File: src/inc/srcu_regs.vh
`ifndef SRCU_REGS_VH
`define SRCU_REGS_VH

// Register byte offsets
`define SRCU_OFF_STATUS    8'h00
`define SRCU_OFF_SOFT_RESET_TRIGGER_BIT     8'h04
`define SRCU_OFF_UNLOCK    8'h08
`define SRCU_OFF_IRQ_STAT  8'h0c
`define SRCU_OFF_IRQ_CLR   8'h10
`define SRCU_OFF_IRQ_EN    8'h14

// Reset status field positions and the trigger register bit position
`define SRCU_BIT_POR       0
`define SRCU_BIT_BOR       1
`define SRCU_BIT_IDLE      2
`define SRCU_BIT_SLEEP     3
`define SRCU_BIT_WATCHDOG_TIMEOUT_FLAG      4
`define SRCU_BIT_SWR       6
`define SRCU_BIT_EXTERNAL_PIN_RESET_FLAG      7
`define SRCU_BIT_VREG      8
`define SRCU_BIT_CMR       9
`define SRCU_BIT_SOFT_RESET_TRIGGER_BIT     0
`define SRCU_BIT_RSVD      5

// Source positions in the gathered level vector
`define SRCU_NUM_SRC       6
`define SRCU_SRC_PIN       0
`define SRCU_SRC_WDT       1
`define SRCU_SRC_BOR       2
`define SRCU_SRC_CMR       3
`define SRCU_SRC_SLP       4
`define SRCU_SRC_IDL       5

// Status mask of implemented bits and power-on value
`define SRCU_STATUS_MASK   10'h3df
`define SRCU_STATUS_RST    10'h003
`define SRCU_STATUS_W      10

// Unlock key words, arbitrary values
`define SRCU_KEY1          32'haa996655
`define SRCU_KEY2          32'h556699aa

// Interrupt event positions (one per cause, mirrors status layout)
`define SRCU_IRQ_W         10

// AXI responses
`define SRCU_RESP_OKAY     2'b00
`define SRCU_RESP_SLVERR   2'b10

`endif

File: src/rtl/srcu_unlock.v
`timescale 1ns/10ps
`include "srcu_regs.vh"

// Two-word key sequence opening one trigger write
module srcu_unlock (
  input  wire        clk_in,
  input  wire        srst_in,
  input  wire        key_wr_in,
  input  wire [31:0] key_data_in,
  input  wire        consume_in,
  output wire        unlocked_out
);

  localparam ST_LOCKED = 2'h0;
  localparam ST_KEY1   = 2'h1;
  localparam ST_OPEN   = 2'h2;

  reg [1:0] state_q;
  reg [1:0] state_d;

  // Next state of the key sequence
  always @* begin
    state_d = state_q;
    case (state_q)
      ST_LOCKED: begin
        if (key_wr_in && key_data_in == `SRCU_KEY1) state_d = ST_KEY1;
      end
      ST_KEY1: begin
        if (key_wr_in) state_d = (key_data_in == `SRCU_KEY2) ? ST_OPEN : ST_LOCKED;
      end
      ST_OPEN: begin
        if (consume_in || key_wr_in) state_d = ST_LOCKED;
      end
      default: state_d = ST_LOCKED;
    endcase
  end

  // State register
  always @(posedge clk_in) begin
    if (srst_in) state_q <= ST_LOCKED;
    else state_q <= state_d;
  end

  assign unlocked_out = (state_q == ST_OPEN);

endmodule // srcu_unlock

File: src/rtl/srcu_top.v
`timescale 1ns/10ps
`include "srcu_regs.vh"

// Function
// - Merge all reset sources into master reset
// - Mismatch reset sets status bit 9
// - Bit 8 keeps regulator on in sleep
// - Clear pin reset sets status bit 7
// - Software reset sets status bit 6
// - Watchdog timeout sets status bit 4
// - Wake from sleep sets bit 3
// - Wake from idle sets bit 2
// - Brown-out sets bit 1, one after power-on
// - Power-on sets bit 0, reset one
// - Flags stay until software writes zero
// - Unimplemented bits read as zero
// - Writing one to trigger starts reset
// - Trigger bit clears itself in hardware
// - Trigger writes ignored while system locked
module srcu_top (
  input  wire        REF_CLK_IN,
  input  wire        SRST_IN,
  input  wire        EXTERNAL_CLEAR_PIN_IN,
  input  wire        WATCHDOG_RESET_SOURCE_IN,
  input  wire        BROWNOUT_IN,
  input  wire        CONFIG_MISMATCH_IN,
  input  wire        WAKE_SLEEP_IN,
  input  wire        WAKE_IDLE_IN,
  input  wire [31:0] S_AXI_AWADDR,
  input  wire        S_AXI_AWVALID,
  output wire        S_AXI_AWREADY,
  input  wire [31:0] S_AXI_WDATA,
  input  wire [3:0]  S_AXI_WSTRB,
  input  wire        S_AXI_WVALID,
  output wire        S_AXI_WREADY,
  output wire [1:0]  S_AXI_BRESP,
  output wire        S_AXI_BVALID,
  input  wire        S_AXI_BREADY,
  input  wire [31:0] S_AXI_ARADDR,
  input  wire        S_AXI_ARVALID,
  output wire        S_AXI_ARREADY,
  output wire [31:0] S_AXI_RDATA,
  output wire [1:0]  S_AXI_RRESP,
  output wire        S_AXI_RVALID,
  input  wire        S_AXI_RREADY,
  output wire        MASTER_RESET_OUT,
  output wire        REGULATOR_STANDBY_ENABLE_OUT,
  output wire        IRQ_OUT
);

  // Power-on reset is SRST_IN; the block keeps running under other sources
  reg                     aw_hold_q;
  reg  [7:0]              aw_addr_q;
  reg                     w_hold_q;
  reg  [31:0]             w_data_q;
  reg  [3:0]              w_strb_q;
  reg                     bvalid_q;
  reg  [1:0]              bresp_q;
  reg                     arready_q;
  reg                     rvalid_q;
  reg  [31:0]             rdata_q;
  reg  [1:0]              rresp_q;
  reg  [`SRCU_STATUS_W-1:0] status_q;
  reg  [`SRCU_IRQ_W-1:0]  irq_stat_q;
  reg  [`SRCU_IRQ_W-1:0]  irq_en_q;
  reg                     irq_q;
  reg                     soft_reset_trigger_bit_q;
  reg                     mrst_q;
  reg                     awready_q;
  reg                     wready_q;
  reg                     aw_hold_d;
  reg                     w_hold_d;
  reg                     bvalid_d;

  wire                    wr_fire;
  wire                    rd_fire;
  wire                    unlocked;
  wire                    key_wr;
  wire                    trig_wr;
  wire                    stat_wr;
  wire                    aw_take;
  wire                    w_take;
  wire                    irq_clr_wr;
  wire                    irq_en_wr;
  wire [`SRCU_NUM_SRC-1:0] lvl;
  wire [`SRCU_NUM_SRC-1:0] rise;
  wire [`SRCU_STATUS_W-1:0] ev;
  wire [`SRCU_STATUS_W-1:0] stat_next;

  // True for byte offsets that hold a register
  function addr_ok;
    input [7:0] a;
    begin
      addr_ok = (a == `SRCU_OFF_STATUS) || (a == `SRCU_OFF_SOFT_RESET_TRIGGER_BIT) ||
                (a == `SRCU_OFF_UNLOCK) || (a == `SRCU_OFF_IRQ_STAT) ||
                (a == `SRCU_OFF_IRQ_CLR) || (a == `SRCU_OFF_IRQ_EN);
    end
  endfunction

  // True when a held write address selects the given offset
  function wr_hit;
    input [7:0] a;
    input [7:0] off;
    begin
      wr_hit = (a == off);
    end
  endfunction

  // Channel handshakes on registered readies
  assign aw_take = S_AXI_AWVALID && awready_q;
  assign w_take  = S_AXI_WVALID && wready_q;
  assign wr_fire = aw_hold_q && w_hold_q && !bvalid_q;

  // Next hold and response state, either order
  always @* begin
    aw_hold_d = aw_hold_q;
    w_hold_d  = w_hold_q;
    bvalid_d  = bvalid_q;
    if (aw_take) aw_hold_d = 1'b1;
    else if (wr_fire) aw_hold_d = 1'b0;
    if (w_take) w_hold_d = 1'b1;
    else if (wr_fire) w_hold_d = 1'b0;
    if (wr_fire) bvalid_d = 1'b1;
    else if (S_AXI_BREADY) bvalid_d = 1'b0;
  end

  // Write channel capture; readies come from flip-flops
  always @(posedge REF_CLK_IN) begin
    if (SRST_IN) begin
      aw_hold_q <= 1'b0;
      aw_addr_q <= 8'h00;
      w_hold_q  <= 1'b0;
      w_data_q  <= 32'h0000_0000;
      w_strb_q  <= 4'h0;
      awready_q <= 1'b1;
      wready_q  <= 1'b1;
    end else begin
      aw_hold_q <= aw_hold_d;
      w_hold_q  <= w_hold_d;
      awready_q <= !aw_hold_d && !bvalid_d; // Low while held or answer pending
      wready_q  <= !w_hold_d && !bvalid_d;
      if (aw_take) aw_addr_q <= S_AXI_AWADDR[7:0];
      if (w_take) begin
        w_data_q <= S_AXI_WDATA;
        w_strb_q <= S_AXI_WSTRB;
      end
    end
  end

  assign S_AXI_AWREADY = awready_q;
  assign S_AXI_WREADY  = wready_q;

  // Register write decodes
  assign key_wr     = wr_fire && wr_hit(aw_addr_q, `SRCU_OFF_UNLOCK) && (&w_strb_q);
  assign stat_wr    = wr_fire && wr_hit(aw_addr_q, `SRCU_OFF_STATUS);
  assign irq_clr_wr = wr_fire && wr_hit(aw_addr_q, `SRCU_OFF_IRQ_CLR);
  assign irq_en_wr  = wr_fire && wr_hit(aw_addr_q, `SRCU_OFF_IRQ_EN);
  assign trig_wr    = wr_fire && wr_hit(aw_addr_q, `SRCU_OFF_SOFT_RESET_TRIGGER_BIT) && w_strb_q[0] &&
                      w_data_q[`SRCU_BIT_SOFT_RESET_TRIGGER_BIT] && unlocked;

  // Write response
  always @(posedge REF_CLK_IN) begin
    if (SRST_IN) begin
      bvalid_q <= 1'b0;
      bresp_q  <= `SRCU_RESP_OKAY;
    end else if (wr_fire) begin
      bvalid_q <= 1'b1;
      bresp_q  <= addr_ok(aw_addr_q) ? `SRCU_RESP_OKAY : `SRCU_RESP_SLVERR;
    end else if (S_AXI_BREADY) begin
      bvalid_q <= 1'b0;
    end
  end

  assign S_AXI_BVALID = bvalid_q;
  assign S_AXI_BRESP  = bresp_q;

  // Read channel, one cycle after address
  assign rd_fire = S_AXI_ARVALID && arready_q;
  always @(posedge REF_CLK_IN) begin
    if (SRST_IN) begin
      arready_q <= 1'b1;
      rvalid_q  <= 1'b0;
      rdata_q   <= 32'h0000_0000;
      rresp_q   <= `SRCU_RESP_OKAY;
    end else if (rd_fire) begin
      arready_q <= 1'b0;
      rvalid_q  <= 1'b1;
      rresp_q   <= addr_ok(S_AXI_ARADDR[7:0]) ? `SRCU_RESP_OKAY : `SRCU_RESP_SLVERR;
      case (S_AXI_ARADDR[7:0])
        `SRCU_OFF_STATUS:   rdata_q <= {22'h0, status_q & `SRCU_STATUS_MASK};
        `SRCU_OFF_IRQ_STAT: rdata_q <= {22'h0, irq_stat_q};
        `SRCU_OFF_IRQ_EN:   rdata_q <= {22'h0, irq_en_q};
        default:            rdata_q <= 32'h0000_0000;
      endcase
    end else if (rvalid_q && S_AXI_RREADY) begin
      rvalid_q  <= 1'b0;
      arready_q <= 1'b1;
    end
  end

  assign S_AXI_ARREADY = arready_q;
  assign S_AXI_RVALID  = rvalid_q;
  assign S_AXI_RDATA   = rdata_q;
  assign S_AXI_RRESP   = rresp_q;

  // Unlock sequencer for the trigger register
  srcu_unlock u_unlock (
    .clk_in       (REF_CLK_IN),
    .srst_in      (SRST_IN),
    .key_wr_in    (key_wr),
    .key_data_in  (w_data_q),
    .consume_in   (trig_wr),
    .unlocked_out (unlocked)
  );

  // Source levels gathered in a fixed order
  assign lvl[`SRCU_SRC_PIN] = EXTERNAL_CLEAR_PIN_IN;
  assign lvl[`SRCU_SRC_WDT] = WATCHDOG_RESET_SOURCE_IN;
  assign lvl[`SRCU_SRC_BOR] = BROWNOUT_IN;
  assign lvl[`SRCU_SRC_CMR] = CONFIG_MISMATCH_IN;
  assign lvl[`SRCU_SRC_SLP] = WAKE_SLEEP_IN;
  assign lvl[`SRCU_SRC_IDL] = WAKE_IDLE_IN;

  // One rising-edge detector per source; idle level is low
  genvar g;
  generate
    for (g = 0; g < `SRCU_NUM_SRC; g = g + 1) begin : g_edge
      reg lvl_q;
      always @(posedge REF_CLK_IN) begin
        if (SRST_IN) lvl_q <= 1'b0;
        else lvl_q <= lvl[g];
      end
      assign rise[g] = lvl[g] && !lvl_q;
    end
  endgenerate

  // Cause events, one per status bit
  assign ev[`SRCU_BIT_POR]   = 1'b0;
  assign ev[`SRCU_BIT_BOR]   = rise[`SRCU_SRC_BOR];
  assign ev[`SRCU_BIT_IDLE]  = rise[`SRCU_SRC_IDL];
  assign ev[`SRCU_BIT_SLEEP] = rise[`SRCU_SRC_SLP];
  assign ev[`SRCU_BIT_WATCHDOG_TIMEOUT_FLAG]  = rise[`SRCU_SRC_WDT];
  assign ev[`SRCU_BIT_RSVD]  = 1'b0;
  assign ev[`SRCU_BIT_SWR]   = soft_reset_trigger_bit_q;
  assign ev[`SRCU_BIT_EXTERNAL_PIN_RESET_FLAG]  = rise[`SRCU_SRC_PIN];
  assign ev[`SRCU_BIT_VREG]  = 1'b0;
  assign ev[`SRCU_BIT_CMR]   = rise[`SRCU_SRC_CMR];

  // Software write then hardware set; set wins
  assign stat_next = ((stat_wr ? w_data_q[`SRCU_STATUS_W-1:0] : status_q) | ev)
                     & `SRCU_STATUS_MASK;

  // Status register, kept across non-power-on resets
  always @(posedge REF_CLK_IN) begin
    if (SRST_IN) status_q <= `SRCU_STATUS_RST;
    else status_q <= stat_next;
  end

  // Self-clearing trigger pulse
  always @(posedge REF_CLK_IN) begin
    if (SRST_IN) soft_reset_trigger_bit_q <= 1'b0;
    else soft_reset_trigger_bit_q <= trig_wr;
  end

  // Master reset merge of all reset sources
  always @(posedge REF_CLK_IN) begin
    if (SRST_IN) mrst_q <= 1'b1;
    else mrst_q <= EXTERNAL_CLEAR_PIN_IN | WATCHDOG_RESET_SOURCE_IN | BROWNOUT_IN |
                   CONFIG_MISMATCH_IN | soft_reset_trigger_bit_q;
  end

  assign MASTER_RESET_OUT             = mrst_q;
  assign REGULATOR_STANDBY_ENABLE_OUT = status_q[`SRCU_BIT_VREG];

  // Interrupt status, enable and level output
  always @(posedge REF_CLK_IN) begin
    if (SRST_IN) begin
      irq_stat_q <= {`SRCU_IRQ_W{1'b0}};
      irq_en_q   <= {`SRCU_IRQ_W{1'b0}};
      irq_q      <= 1'b0;
    end else begin
      // Event wins over a same-cycle clear
      irq_stat_q <= (irq_clr_wr ? (irq_stat_q & ~w_data_q[`SRCU_IRQ_W-1:0]) : irq_stat_q) | ev;
      // Enable keeps only implemented positions
      if (irq_en_wr) irq_en_q <= w_data_q[`SRCU_IRQ_W-1:0] & `SRCU_STATUS_MASK;
      irq_q <= |(irq_stat_q & irq_en_q);
    end
  end

  assign IRQ_OUT = irq_q;

endmodule // srcu_top

File: config.mk
export PLATFORM = sky130hd
export DESIGN_NAME = srcu_top
export DESIGN_NICKNAME = d
export VERILOG_FILES = /design/src/rtl/srcu_unlock.v /design/src/rtl/srcu_top.v
export VERILOG_INCLUDE_DIRS = /design/src /design/src/inc
export SDC_FILE = /design/constraint.sdc
export NUM_CORES = 1
export LEC_CHECK = 0
export ABC_AREA = 1
export BUFFER_PORTS_ARGS = -buffer_cell sky130_fd_sc_hd__buf_2
export CAP_MARGIN = 30
export CELL_PAD_IN_SITES_DETAIL_PLACEMENT = 0
export CELL_PAD_IN_SITES_GLOBAL_PLACEMENT = 2
export CORE_MARGIN = 5
export CORE_UTILIZATION = 27
export DETAILED_ROUTE_END_ITERATION = 8
export GPL_TIMING_DRIVEN = 0
export PLACE_DENSITY = 0.91
export SLEW_MARGIN = 30
export SYNTH_ARGS = -nofsm -noshare
export SYNTH_HDL_FRONTEND = slang
export SYNTH_SLANG_ARGS = --single-unit
File: constraint.sdc
create_clock -name REF_CLK_IN -period 1.4 [get_ports REF_CLK_IN]
set_input_delay 0.14 -clock REF_CLK_IN [delete_from_list [all_inputs] [get_ports REF_CLK_IN]]
set_output_delay 0.14 -clock REF_CLK_IN [all_outputs]
set_load 0.01 [all_outputs]
==> impl_metrics.csv <==
group,metric,value,unit
layout,finalNetCount,833,
sta,timing.final.max_slew_violations,0,
drt,drc,0,
sta,tightest_slew,0.740,ns
drt,drt_wl_total,12.2,mm
synthesis,yosysSeqAreaShare,46.5,%
pwr,ir_worst_vdd,0.698,mV
drt,viasPerCell,4.23,
sta,fmax,754,MHz
pwr,p_clk_share,43.2,%
critical_path,crit_slowest_cell,"dlygate4sd3_1",
sta,rsz0062_at_grt,"true",
synthesis,avgSynthCellArea,7.38,um^2
clock_tree,clkSinkCount,102,
global_route,grt_pass1_vias,3832,
drt,ant_nets,0,
floorplanning,die_x,138,um
pwr,leakagePower,2.46,nW
sta,fin_worst_skew,0.00603,ns
place,dpl_worst_slack,-0.241,ns
synthesis,ys_ff_latch,102,
pwr,seq_power_share,45.2,%
drt,detail_route.wl_per_cell,12.9,um
critical_path,worstSetupStartpointType,"input port",
global_route,grt_start_max_net_pins,20,
floorplanning,die_area,0.0189,mm^2
clock_tree,cts_buffer_depth,2,
min_path,hp-start,"CONFIG_MISMATCH_IN",
floorplanning,pin_count,157,
critical_path,cp.required,1.63,ns
critical_path,slowest_delay,0.57,ns
synthesis,ys_types,29,
critical_path,rrSetupSlack,0.09,ns
critical_path,crit_fanout,2,
critical_path,path_cells,"dlygate4sd3_1, buf_2, nor3_1, dlygate4sd3_1, nand4_1",
sta,layout_min_cycle_time,1.33,ns
drt,dr.pass1.iters,4,
drt,drt_iter0_drc,182,
critical_path,crit_type,"input port to register",
clock_tree,cts_buffers,9,
critical_path,crit_arrival,1.55,ns
layout,areaGrowthSynthToFinish,30.0,%
clock_tree,clkTransAtPathRegs,0.07,ns
floorplanning,core.rowCount,46,
global_route,grt.total_usage,12.9,%
drt,via_count,3976,
pwr,comb_power_share,11.6,%
sta,finalCritPeriodShare,94.8,%
flow_run,drv_cap,0,
place,dp_hpwl,9.37,mm
layout,antennaDiodeCount,0,
floorplanning,core_area,0.0159,mm^2
min_path,hold_depth,3,
floorplanning,start_util,27.6,%
sta,finalSetupViolCount,0,
synthesis,synth_enable_flop_cells,0,
synthesis,yosysWarnings,0,
place,port_buffers,83,
status,status,"completed",
critical_path,crit_top_cell,"dlygate4sd3_1",
synthesis,syn_inst,595,
sta,finalHoldViolCount,0,
sta,max_slew_margin,50.6,%
global_route,antenna_found_initial,0,
pwr,p_switching,1.75,mW
clock_tree,clk_latency,0.35,ns
critical_path,rr_startpoint,"w_data_q[8]$_SDFFE_PP0P_",
clock_tree,cts_tree,"built",
floorplanning,die_h,138,um
min_path,worstHoldEndpoint,"MASTER_RESET_OUT$_SDFF_PP1_",
clock_tree,cts_root_buffer,"clkbuf_16",
critical_path,reg2reg_to,"u_unlock.state_q[0]$_SDFFE_PP0P_",
clock_tree,htree_levels,3,
global_route,grt_pass1_wl,18.9,mm
synthesis,ys.flop_type,"dfxtp_1",
min_path,hold_path.class,"input port to register",
synthesis,async_flop_share,0,%
global_route,globalRouteOverflowTotal,0,
pwr,powerDensity,1250,mW/mm^2
layout,layout-drive-gt1-share,26.3,%
pwr,p_sw_share,24.5,%
pwr,p_int,5.38,mW
place,gp_congestion,0.773,
layout,fin_util,35.8,%
synthesis,netlist_area,0.00439,mm^2
sta,tns,0,ns
critical_path,worstSetupEndpointType,"register",
sta,fin_ws,0.0731,ns
critical_path,rr_worst_depth,9,
==> area by class of cell <==
| class | count | area, um^2 |
|---|---|---|
| plain buffers | 44 | 273 |
| clock buffers | 10 | 239 |
| clock inverters | 6 | 133 |
| fillers | 1741 | 10200 |
| inverters | 53 | 199 |
| multi-input cells | 418 | 2050 |
| flip-flops and latches | 102 | 2050 |
| well taps | 216 | 270 |
| repair buffers | 92 | 500 |
==> synthesized netlist by cell type, drive strengths merged (5+ instances only) <==
cell | n | area [um^2]
nand2 | 117 | 444
nand3 | 41 | 215
dfxtp | 102 | 2040
a31oi | 5 | 31.3
nor3 | 6 | 35.0
or2 | 8 | 52.6
nand4 | 8 | 50.1
a21oi | 64 | 354
buf | 32 | 221
o21ai | 58 | 290
clkbuf | 14 | 52.6
inv | 52 | 195
nor2 | 80 | 350
==> stage by stage <==
stage	std cells	power, mW	hold slack [ns]	cell area [um^2]
2_1_floorplan	618	3.77	0.243	4480
3_3_place_gp	917	4.06	0.358	5160
3_5_place_dp	917	4.06	0.360	5160
4_1_cts	935	7.16	0.00742	5590
5_1_grt	941	7.47	0.0383	5710
6_report	941	7.13	0.0181	5710
==> timing repair <==
| item | 4_1_cts | 5_1_grt |
|---|---|---|
| endpoints found under the setup margin | 39 | 40 |
| pin swaps | 2 | 14 |
| setup buffers | 2 | 5 |
| hold buffers | 2 | 0 |
| endpoints found under the hold margin | 1 | 0 |
| gates resized for setup | 8 | 30 |
| cloned | 0 | 1 |
==> registers in the layout, indices dropped and copies added, names as in the netlist, 2 cells and up <==
signal            cells
S_AXI_RDATA          10
aw_addr_q             8
g_edge.lvl_q          6
irq_en_q              9
irq_stat_q           10
status_q              9
u_unlock.state_q      2
w_data_q             32
w_strb_q              4
==> how the worst max path moves through the flow <==
stage	slack [ns]	start	cells after the start	to
final	0.07	BROWNOUT_IN	5	MASTER_RESET_OUT$_SDFF_PP1_
after detailed placement	-0.24	S_AXI_WREADY$_SDFF_PP1_	4	w_data_q[14]$_SDFFE_PP0P_
after global routing	-0.02	aw_addr_q[2]$_SDFFE_PP0P_	8	irq_en_q[6]$_SDFFE_PP0P_
after floorplan	0.13	aw_hold_q$_SDFF_PP0_	8	status_q[6]$_SDFF_PP0_
after CTS	0.009	S_AXI_BVALID$_SDFF_PP0_	9	u_unlock.state_q[1]$_SDFFE_PP0P_
after global placement	-0.25	S_AXI_WREADY$_SDFF_PP1_	4	w_data_q[18]$_SDFFE_PP0P_
==> worst max-delay path: cells and delay by family <==
family | cells | cell delay (ns)
and+or+nand+nor | 2 | 0.19
buffers and inverters | 3 | 1.22
==> layer usage <==
layer	global-route usage, %	vias up	share of wire (%)
met1	18.6	1733	51
li1	-	2144	-
met4	4.16	0	1.3
met2	19.3	86	42
met5	0	-	0
met3	2.59	13	4.8
==> cell families after synthesis <==
group | synth area share, %
AO/OA/AOI/OAI | 16.5
buffers and inverters | 10.8
flip-flops | 46.5
other | 0.0854
AND/OR/NAND/NOR | 26.1
==> power by group through the flow <==
stage	registers [mW]	logic, mW	clock network (mW)
2_1_floorplan	3.25	0.518	0
3_3_place_gp	3.28	0.780	0
3_5_place_dp	3.28	0.785	0
4_1_cts	3.22	0.797	3.15
5_1_grt	3.25	0.945	3.28
6_report	3.22	0.827	3.08
==> cell usage in the layout, fill, tap and decap left out, types with 5 or more instances in the layout <==
cell	instances
buf_4	31
nand3_2	7
nand4_1	8
nor2_4	10
a31oi_1	5
nand2_2	8
a21oi_2	9
o21ai_0	54
a21oi_1	55
dfxtp_1	99
clkbuf_1	10
nor2_1	68
buf_2	86
conb_1	24
clkbuf_16	9
nand2_1	110
inv_1	48
nand3_1	33
nor3_1	5
or2_2	7
Note: power is estimated with default switching activity, not from simulation.
